[config.mk]
export PLATFORM = sky130hd
export DESIGN_NAME = vfm_output_map
export DESIGN_NICKNAME = d
export VERILOG_FILES = /design/src/hdl/vfm_pkg.sv /design/src/hdl/vfm_func_if.sv /design/src/hdl/vfm_map_ram.sv /design/src/hdl/vfm_code_decode.sv /design/src/hdl/vfm_output_map.sv
export SDC_FILE = /design/constraint.sdc
export NUM_CORES = 2
export LEC_CHECK = 0
export ABC_AREA = 0
export BUFFER_PORTS_ARGS = -buffer_cell sky130_fd_sc_hd__buf_2
export CAP_MARGIN = 40
export CORE_ASPECT_RATIO = 0.75
export CORE_MARGIN = 3
export CORE_UTILIZATION = 25
export CTS_CLUSTER_DIAMETER = 100
export CTS_CLUSTER_SIZE = 12
export DETAILED_ROUTE_END_ITERATION = 8
export PLACE_DENSITY_LB_ADDON = 0.25
export RECOVER_POWER = 50
export SETUP_SLACK_MARGIN = 0.15
export SLEW_MARGIN = 20
export SYNTH_ARGS = -nofsm -noshare
export SYNTH_HDL_FRONTEND = slang
export SYNTH_HIERARCHICAL = 1
export SYNTH_SLANG_ARGS = --single-unit
[constraint.sdc]
create_clock -name sys_clk -period 5.09 [get_ports sys_clk]
set_input_delay 0 -clock sys_clk [delete_from_list [all_inputs] [get_ports sys_clk]]
set_output_delay 0 -clock sys_clk [all_outputs]
set_load 0.02 [all_outputs]
[src/hdl/vfm_pkg.sv]
package vfm_pkg;

  // ****************************************
  // Map geometry
  // ****************************************
  localparam int MAP_DEPTH = 84;
  localparam int CODE_W = 7;
  localparam int ADDR_W = 7;
  localparam logic [6:0] MAP_LAST = 7'h53;
  localparam logic [6:0] PTR_LOCKED = 7'h54;
  localparam logic [6:0] PTR_RESET = 7'h00;

  // ****************************************
  // Host command port
  // ****************************************
  localparam logic [7:0] ADDR_MAP_PORT = 8'h06;
  localparam logic [7:0] ADDR_MAP_READ = 8'h86;
  localparam logic [7:0] ADDR_SHIFT_LIMIT = 8'h0e;
  localparam int PTR_LOAD_BIT = 7;
  localparam logic [6:0] SHIFT_LIMIT_RESET = 7'h53;

  // ****************************************
  // Entry codes
  // ****************************************
  localparam logic [6:0] CODE_ROW1_FIRST = 7'd48;
  localparam logic [6:0] CODE_ROW1_LAST = 7'd64;
  localparam logic [6:0] CODE_ROW2_FIRST = 7'd65;
  localparam logic [6:0] CODE_ROW2_LAST = 7'd81;
  localparam logic [6:0] CODE_ANN_FIRST = 7'd82;
  localparam logic [6:0] CODE_ANN_LAST = 7'd85;
  localparam logic [6:0] CODE_CURSOR1 = 7'd86;
  localparam logic [6:0] CODE_CURSOR2 = 7'd87;
  localparam int SEG_COUNT = 17;
  localparam int ANN_COUNT = 4;
  localparam int GRID_W = 6;

  // ****************************************
  // Power-up pattern
  // ****************************************
  localparam logic [6:0] DEFAULT_GRID_SPAN = 7'd40;
  localparam logic [6:0] DEFAULT_CODE_SKIP = 7'd8;

endpackage

[src/hdl/vfm_func_if.sv]
`timescale 1ns/1ps
interface vfm_func_if;
  logic [vfm_pkg::CODE_W-1:0] code;
  logic twoRowMode;
  logic [vfm_pkg::GRID_W-1:0] activeGrid;
  logic [vfm_pkg::SEG_COUNT-1:0] row1Segments;
  logic [vfm_pkg::SEG_COUNT-1:0] row2Segments;
  logic [vfm_pkg::ANN_COUNT-1:0] annunciators;
  logic row1Cursor;
  logic row2Cursor;
  logic bitValue;

  modport source (
    output code, twoRowMode, activeGrid, row1Segments, row2Segments,
    output annunciators, row1Cursor, row2Cursor,
    input bitValue
  );
  modport decoder (
    input code, twoRowMode, activeGrid, row1Segments, row2Segments,
    input annunciators, row1Cursor, row2Cursor,
    output bitValue
  );
endinterface

[src/hdl/vfm_map_ram.sv]
`timescale 1ns/1ps
module vfm_map_ram #(
  parameter int DEPTH = vfm_pkg::MAP_DEPTH,
  parameter int WIDTH = vfm_pkg::CODE_W,
  parameter int AW = vfm_pkg::ADDR_W
)
(
  input wire logic sys_clk,
  input wire logic rst_n,
  input wire logic [AW-1:0] hostAddr,
  input wire logic hostWe,
  input wire logic [WIDTH-1:0] hostWrData,
  output logic [WIDTH-1:0] hostRdData,
  input wire logic [AW-1:0] scanAddr,
  output logic [WIDTH-1:0] scanRdData
);

  logic [WIDTH-1:0] mem [DEPTH];

  // ****************************************
  // Storage with power-up pattern
  // ****************************************
  // Kept in flops so a reset restores the default pattern.
  always_ff @(posedge sys_clk)
  begin
    if (!rst_n)
    begin
      for (int i = 0; i < DEPTH; i++)
      begin
        if (i < int'(vfm_pkg::DEFAULT_GRID_SPAN))
          mem[i] <= WIDTH'(i);
        else
          mem[i] <= WIDTH'(i + int'(vfm_pkg::DEFAULT_CODE_SKIP));
      end
    end
    else if (hostWe && (int'(hostAddr) < DEPTH))
    begin
      mem[hostAddr] <= hostWrData;
    end
  end

  always_ff @(posedge sys_clk)
  begin
    if (!rst_n)
      hostRdData <= '0;
    else if (int'(hostAddr) < DEPTH)
      hostRdData <= mem[hostAddr];
    else
      hostRdData <= '0;
  end

  always_ff @(posedge sys_clk)
  begin
    if (!rst_n)
      scanRdData <= '0;
    else if (int'(scanAddr) < DEPTH)
      scanRdData <= mem[scanAddr];
    else
      scanRdData <= '0;
  end

endmodule

[src/hdl/vfm_code_decode.sv]
`timescale 1ns/1ps
module vfm_code_decode (
  vfm_func_if.decoder fn
);

  // ****************************************
  // Code to display function
  // ****************************************
  always_comb
  begin
    logic [6:0] offset;
    offset = '0;
    fn.bitValue = 1'b0;
    if (fn.code < vfm_pkg::CODE_ROW1_FIRST)
    begin
      fn.bitValue = (fn.code[5:0] == fn.activeGrid);
    end
    else if (fn.code <= vfm_pkg::CODE_ROW1_LAST)
    begin
      offset = fn.code - vfm_pkg::CODE_ROW1_FIRST;
      fn.bitValue = fn.row1Segments[offset[4:0]];
    end
    else if (fn.code <= vfm_pkg::CODE_ROW2_LAST)
    begin
      offset = fn.code - vfm_pkg::CODE_ROW2_FIRST;
      fn.bitValue = fn.twoRowMode && fn.row2Segments[offset[4:0]];
    end
    else if (fn.code <= vfm_pkg::CODE_ANN_LAST)
    begin
      offset = fn.code - vfm_pkg::CODE_ANN_FIRST;
      fn.bitValue = !fn.twoRowMode && fn.annunciators[offset[1:0]];
    end
    else if (fn.code == vfm_pkg::CODE_CURSOR1)
    begin
      fn.bitValue = fn.row1Cursor;
    end
    else if (fn.code == vfm_pkg::CODE_CURSOR2)
    begin
      fn.bitValue = fn.twoRowMode && fn.row2Cursor;
    end
  end

endmodule

[src/hdl/vfm_output_map.sv]
// How it works
// - Map holds 84 seven-bit entries
// - Positions zero to shift limit use entries
// - Codes 0-47 select grids
// - Codes 48-64 select first-row segments
// - Codes 65-81 second row, two-row only
// - Codes 82-85 annunciators, single-row only
// - Code 86/87 select row cursors
// - Unused codes 88-127 drive low
// - Codes invalid for row mode drive low
// - Missing font segments give zero
// - Pointer at 0x06, write only
// - Out-of-range pointer loads give zero
// - Data write stores, then pointer increments
// - Writes ignored after 0x53 until reload
// - Pointer resets to zero
// - Read 0x86 returns entry, then increments
// - Reset map drives 40-digit two-row display
// - Default: grids 0-39, then codes 48+
// - Shift limit above 0x53 stores 0x53
`timescale 1ns/1ps
module vfm_output_map (
  input wire logic sys_clk,
  input wire logic rst_n,
  input wire logic cmdValid,
  input wire logic cmdWrite,
  input wire logic [7:0] cmdAddr,
  input wire logic [7:0] cmdWrData,
  output logic rdValid,
  output logic [7:0] rdData,
  output logic [6:0] shiftLimit,
  input wire logic twoRowMode,
  input wire logic [vfm_pkg::GRID_W-1:0] activeGrid,
  input wire logic [vfm_pkg::SEG_COUNT-1:0] row1Segments,
  input wire logic [vfm_pkg::SEG_COUNT-1:0] row2Segments,
  input wire logic [vfm_pkg::ANN_COUNT-1:0] annunciators,
  input wire logic row1Cursor,
  input wire logic row2Cursor,
  input wire logic frameStart,
  output logic scanBusy,
  output logic outValid,
  output logic outBit,
  output logic [6:0] outIndex,
  output logic outLast
);

  logic [6:0] mapPointer;
  logic [6:0] next_mapPointer;
  logic mapWrite;
  logic mapRead;
  logic ptrLoad;
  logic limitWrite;
  logic readPending;
  logic [6:0] hostRdCode;
  logic [6:0] scanPos;
  logic [6:0] scanCode;
  logic stageValid;
  logic stageLast;
  logic [6:0] stageIndex;
  logic scanAtLimit;
  logic frameTwoRow;
  logic [vfm_pkg::GRID_W-1:0] frameGrid;
  logic [vfm_pkg::SEG_COUNT-1:0] frameRow1;
  logic [vfm_pkg::SEG_COUNT-1:0] frameRow2;
  logic [vfm_pkg::ANN_COUNT-1:0] frameAnn;
  logic frameCursor1;
  logic frameCursor2;

  vfm_func_if fnBus ();

  // ****************************************
  // Command decode
  // ****************************************
  assign ptrLoad = cmdValid && cmdWrite && (cmdAddr == vfm_pkg::ADDR_MAP_PORT)
                   && cmdWrData[vfm_pkg::PTR_LOAD_BIT];
  // The locked value sits one past the last entry, so it doubles as the stop flag.
  assign mapWrite = cmdValid && cmdWrite && (cmdAddr == vfm_pkg::ADDR_MAP_PORT)
                    && !cmdWrData[vfm_pkg::PTR_LOAD_BIT]
                    && (mapPointer != vfm_pkg::PTR_LOCKED);
  assign mapRead = cmdValid && !cmdWrite && (cmdAddr == vfm_pkg::ADDR_MAP_READ)
                   && (mapPointer != vfm_pkg::PTR_LOCKED);
  assign limitWrite = cmdValid && cmdWrite && (cmdAddr == vfm_pkg::ADDR_SHIFT_LIMIT);

  // ****************************************
  // Address pointer
  // ****************************************
  always_comb
  begin
    next_mapPointer = mapPointer;
    if (ptrLoad)
    begin
      if (cmdWrData[6:0] > vfm_pkg::MAP_LAST)
        next_mapPointer = vfm_pkg::PTR_RESET;
      else
        next_mapPointer = cmdWrData[6:0];
    end
    else if (mapWrite || mapRead)
    begin
      next_mapPointer = mapPointer + 7'h01;
    end
  end

  // The pointer has no read path at all; only the entry it selects is visible.
  always_ff @(posedge sys_clk)
  begin
    if (!rst_n)
      mapPointer <= vfm_pkg::PTR_RESET;
    else
      mapPointer <= next_mapPointer;
  end

  // ****************************************
  // Shift limit
  // ****************************************
  always_ff @(posedge sys_clk)
  begin
    if (!rst_n)
      shiftLimit <= vfm_pkg::SHIFT_LIMIT_RESET;
    else if (limitWrite)
    begin
      if (cmdWrData > {1'b0, vfm_pkg::MAP_LAST})
        shiftLimit <= vfm_pkg::MAP_LAST;
      else
        shiftLimit <= cmdWrData[6:0];
    end
  end

  // ****************************************
  // Host read-back
  // ****************************************
  always_ff @(posedge sys_clk)
  begin
    if (!rst_n)
    begin
      rdValid <= 1'b0;
      readPending <= 1'b0;
    end
    else
    begin
      rdValid <= cmdValid && !cmdWrite;
      readPending <= mapRead;
    end
  end

  // Every read answers one cycle later; only a live map read carries an entry.
  always_comb
  begin
    if (readPending)
      rdData = {1'b0, hostRdCode};
    else
      rdData = 8'h00;
  end

  // ****************************************
  // Map storage
  // ****************************************
  vfm_map_ram #(
    .DEPTH(vfm_pkg::MAP_DEPTH),
    .WIDTH(vfm_pkg::CODE_W),
    .AW(vfm_pkg::ADDR_W)
  ) mapRam (
    .sys_clk(sys_clk),
    .rst_n(rst_n),
    .hostAddr(mapPointer),
    .hostWe(mapWrite),
    .hostWrData(cmdWrData[6:0]),
    .hostRdData(hostRdCode),
    .scanAddr(scanPos),
    .scanRdData(scanCode)
  );

  // ****************************************
  // Position scan
  // ****************************************
  assign scanAtLimit = (scanPos == shiftLimit);

  // A new frame restarts the walk even if the previous one has not finished.
  always_ff @(posedge sys_clk)
  begin
    if (!rst_n)
    begin
      scanBusy <= 1'b0;
      scanPos <= '0;
    end
    else if (frameStart)
    begin
      scanBusy <= 1'b1;
      scanPos <= '0;
    end
    else if (scanBusy)
    begin
      if (scanAtLimit)
        scanBusy <= 1'b0;
      else
        scanPos <= scanPos + 7'h01;
    end
  end

  always_ff @(posedge sys_clk)
  begin
    if (!rst_n)
      stageValid <= 1'b0;
    else
      stageValid <= scanBusy && !frameStart;
  end

  always_ff @(posedge sys_clk)
  begin
    if (!rst_n)
      stageLast <= 1'b0;
    else
      stageLast <= scanBusy && !frameStart && scanAtLimit;
  end

  always_ff @(posedge sys_clk)
  begin
    if (!rst_n)
      stageIndex <= '0;
    else
      stageIndex <= scanPos;
  end

  // ****************************************
  // Frame snapshot
  // ****************************************
  // The display inputs are captured as a frame starts, so an upstream change in
  // mid-walk cannot tear one bitstream between two grids.
  always_ff @(posedge sys_clk)
  begin
    if (!rst_n)
    begin
      frameTwoRow <= 1'b0;
      frameGrid <= '0;
      frameRow1 <= '0;
      frameRow2 <= '0;
      frameAnn <= '0;
      frameCursor1 <= 1'b0;
      frameCursor2 <= 1'b0;
    end
    else if (frameStart)
    begin
      frameTwoRow <= twoRowMode;
      frameGrid <= activeGrid;
      frameRow1 <= row1Segments;
      frameRow2 <= row2Segments;
      frameAnn <= annunciators;
      frameCursor1 <= row1Cursor;
      frameCursor2 <= row2Cursor;
    end
  end

  // ****************************************
  // Function select
  // ****************************************
  assign fnBus.code = scanCode;
  assign fnBus.twoRowMode = frameTwoRow;
  assign fnBus.activeGrid = frameGrid;
  assign fnBus.row1Segments = frameRow1;
  assign fnBus.row2Segments = frameRow2;
  assign fnBus.annunciators = frameAnn;
  assign fnBus.row1Cursor = frameCursor1;
  assign fnBus.row2Cursor = frameCursor2;

  vfm_code_decode decode (
    .fn(fnBus.decoder)
  );

  always_ff @(posedge sys_clk)
  begin
    if (!rst_n)
      outValid <= 1'b0;
    else
      outValid <= stageValid;
  end

  always_ff @(posedge sys_clk)
  begin
    if (!rst_n)
      outBit <= 1'b0;
    else
      outBit <= stageValid && fnBus.bitValue;
  end

  always_ff @(posedge sys_clk)
  begin
    if (!rst_n)
      outIndex <= '0;
    else
      outIndex <= stageIndex;
  end

  always_ff @(posedge sys_clk)
  begin
    if (!rst_n)
      outLast <= 1'b0;
    else
      outLast <= stageLast;
  end

endmodule

==> summary.md <==
| Metric | Value |
|---|---|
| Status | finished, violations left |
| Failing checks | capacitance limit, slew limit |
| Clock Sink Count | 832 |
| Seq pwr share | 0.539 |
| Final Max Slew Viols | 583 |
| Worst clock skew | 0.0565 ns |
| CP Launch Type | input pin |
| LEAKAGE | roughly 16 nW |
| Post-DR wirelength/cell | 30.2 um |
| WP data required | between 5 and 6 ns |
| Num rows | between 100 and 150 |
| Max-cap viol count | 14 |
| Fmax | 223 MHz |
| Clock Power Share | 0.392 |
| Router iterations before antenna repair | 7 |
| First-pass GRT wire length | between 200 and 250 mm |
| YS warnings | 6 |
| Setup Viol. Count Final | 0 |
| Most common cell in the netlist | edfxtp_1 |
| FF-to-FF setup slack | 0.65 ns |
| Cell Int Power | between 10 and 15 mW |
| Initial antenna violation count | 16 |
| GP Congestion | approximately 0.93 |
| Switch share | 0.245 |
| Die area | 179000 sq um |
| Setup crit end kind | flip-flop |
| Diodes inserted | 0 |
| Setup Fix Bufs, Post-CTS | 0 |
| Synth Register Bits | 832 |
| Hold violation total from the final report | 0 |
| WS Path Type | in -> reg |
| Vias in the first global route | just under 30000 |
| Pin count of the biggest net entering global routing | around 100 |
| Slew @ Worst Pin | between 4 and 5 ns |
| Finished Layout Cells | between 5000 and 6000 |
| DRC | 0 |
| Dpl ws | 1.18 ns |
| Worst flop-to-flop path endpoint | mapRam/mem[66][0] |
| Crit path capture | mapRam/mem[22][0] |
| R2r worst-path depth | 11 |
| Synth top area share | 0.503 |
| Setup TNS | 0 ns |
| P&R area growth vs syn | 16.2% |
| Reg clk slew, reported paths | ~0.06 ns |
| Unrepaired setup endpoints after global routing | false |
| Nets | between 3000 and 4000 |
| PortBufs | 93 |
| Core area | approximately 170000 sq um |
| TritonCTS clock tree | yes |
| Post-route minimum period | 4.49 ns |
| Commonest cells post-synth | edfxtp_1, and2_1, mux4_2, or3_1, clkbuf_1 |
| Logic gate share of total power | 0.069 |
| Overall die width | between 400 and 500 um |
| Clk root buf | clkbuf_16 |
| Asr flop ratio synth | 0 |
| R2r startpoint | mapPointer[0] |
| Layout cells sized above 1 | 0.191 |
| Cell Area, Synth | approximately 43000 sq um |
| Vias | roughly 32000 |
| Largest cells by area after synthesis | edfxtp_1, mux4_2, dfxtp_1, and2_1, mux2i_1 |
| Total grt overflow | 0 |
| Worst EP arrival | 5.04 ns |
| Final core occ | 0.295 |
| DRT antenna net count | 0 |
| Pwr Density | roughly 290 nW/um^2 |
| Min-delay worst type | in -> reg |
| Final WS setup | ~0.6 ns |
| I/O pins | 95 |
| Unique cell type count in the Yosys netlist | 86 |
| Routed WL | 178 mm |
| Dominant synthesized flop cell | edfxtp_1 |
| Rel. slew slack | -2.11 |
| CTS H-tree depth | 3 |
| Clock Latency Late Sink | 0.72 ns |
| Overall power | between 10 and 15 mW |
| EDFF count, synth | between 700 and 800 |
| Maximum vdd drop | 224 uV |
| Net Sw Power | approximately 3.6 mW |
| Max Root-Sink Buffers | 3 |
| Total CTS buffers | about 80 |
| CP Launch Point | cmdWrData[0] |
| Via density | approximately 5.4 |
| Synth area leader | edfxtp_1 |
| Register area share after synthesis | 0.551 |
| Fillcell total | 17400 |
| Post-placement cell count | ~5700 |
| CP max FO | 72 |
| Tot GR Track Use | 0.192 |
| Initial detailed-routing violation count | ~4600 |
| Avg Inst Size Synth | roughly 13 sq um |
| Post-DP HPWL | between 100 and 150 mm |
| Initial Utilization | 0.254 |
| Tcrit/Tclk final | 0.882 |
| Die H | 367 um |
| Mapped Cells | between 3000 and 4000 |
## cell usage in the layout (no fill, tap or decap), drive strengths merged, types with 63 or more instances in the layout
cell type,instances
o21ai,149
buf,252
a221oi,87
dlygate4sd3,69
and3,99
mux2i,167
mux4,234
and2,276
conb,141
clkbuf,186
nand2,136
or3,222
a21oi,63
mux2,74
edfxtp,728
dfxtp,104
nor2,165
## worst min-delay path by stage
stage	startpoint	slack (ns)	endpoint	depth (start not counted)
after floorplan	cmdWrite	0.08	rdValid	1
after global placement	row1Segments[1]	0.24	fnBus.row1Segments[1]	3
after detailed placement	row2Segments[9]	0.24	fnBus.row2Segments[9]	3
after CTS	cmdAddr[1]	0.008	shiftLimit[5]	5
after global routing	annunciators[2]	0.08	fnBus.annunciators[2]	4
final	cmdAddr[1]	0.06	shiftLimit[5]	5
## timing repair
item,CTS,global route
endpoints found under the hold margin,256,0
gates resized for setup,0,0
hold buffers,69,0
## kinds of logic after synthesis
group / count (synthesis) / synth area share
XOR/XNOR: 19 / 0.00383
adder cells (fa/ha/maj): 7 / 0.00201
AND/OR/NAND/NOR: 1068 / 0.137
multiplexers: 475 / 0.179
other: 2 / 0.000173
AO/OA/AOI/OAI: 554 / 0.0894
flip-flops: 832 / 0.551
buffers and inverters: 365 / 0.0380
## flip-flops by register name (all words and copies together), names as in the netlist, 4 cells and up
name / flops
fnBus.row1Segments: 17
mapRam/scanRdData: 7
fnBus.annunciators: 4
fnBus.activeGrid: 6
fnBus.row2Segments: 17
stageIndex: 7
mapPointer: 7
shiftLimit: 7
outIndex: 7
scanPos: 7
mapRam/hostRdData: 7
mapRam/mem: 728
## metrics by stage
stage               hold slack (ns)  instance area, sq um
floorplan                    0.0758                 44000
global placement              0.238                 47600
detailed placement            0.242                 47700
CTS                         0.00831                 50700
global route                 0.0805                 50500
finish                       0.0606                 50500
## area by class of cell
cell class,instances,area (sq um),area share
timing repair buffer,392,2940,0.0581
multi-input combinational,2264,18500,0.365
sequential,832,24000,0.474
tap,2261,2830,0.0560
clock inverter,6,92.6,0.00183
clock buffer,116,2160,0.0427
inverter,21,78.8,0.00156
## layer usage
metal,vias to the layer above,wire length [um],track usage
met5,-,55,0
met1,16500,81400,0.294
met3,245,22800,0.0636
li1,13300,-,-
met2,1969,68800,0.252
met4,8,4700,0.0511
## power groups by stage
stage                     sequential (mW)  clock [mW]  combinational [mW]
after detailed placement             7.98           0               0.949
after global routing                 7.87        6.08                1.05
after global placement               7.99           0               0.939
final                                7.85        5.70               0.997
after CTS                            7.84        5.83               0.991
after floorplan                      7.88           0               0.557
## critical path: stages
cell	delay (ns)
dlygate4sd3_1	0.53
clkbuf_1	3.25
buf_4	0.92
and3_1	0.26
No activity file was read; power rests on OpenSTA's default activity.
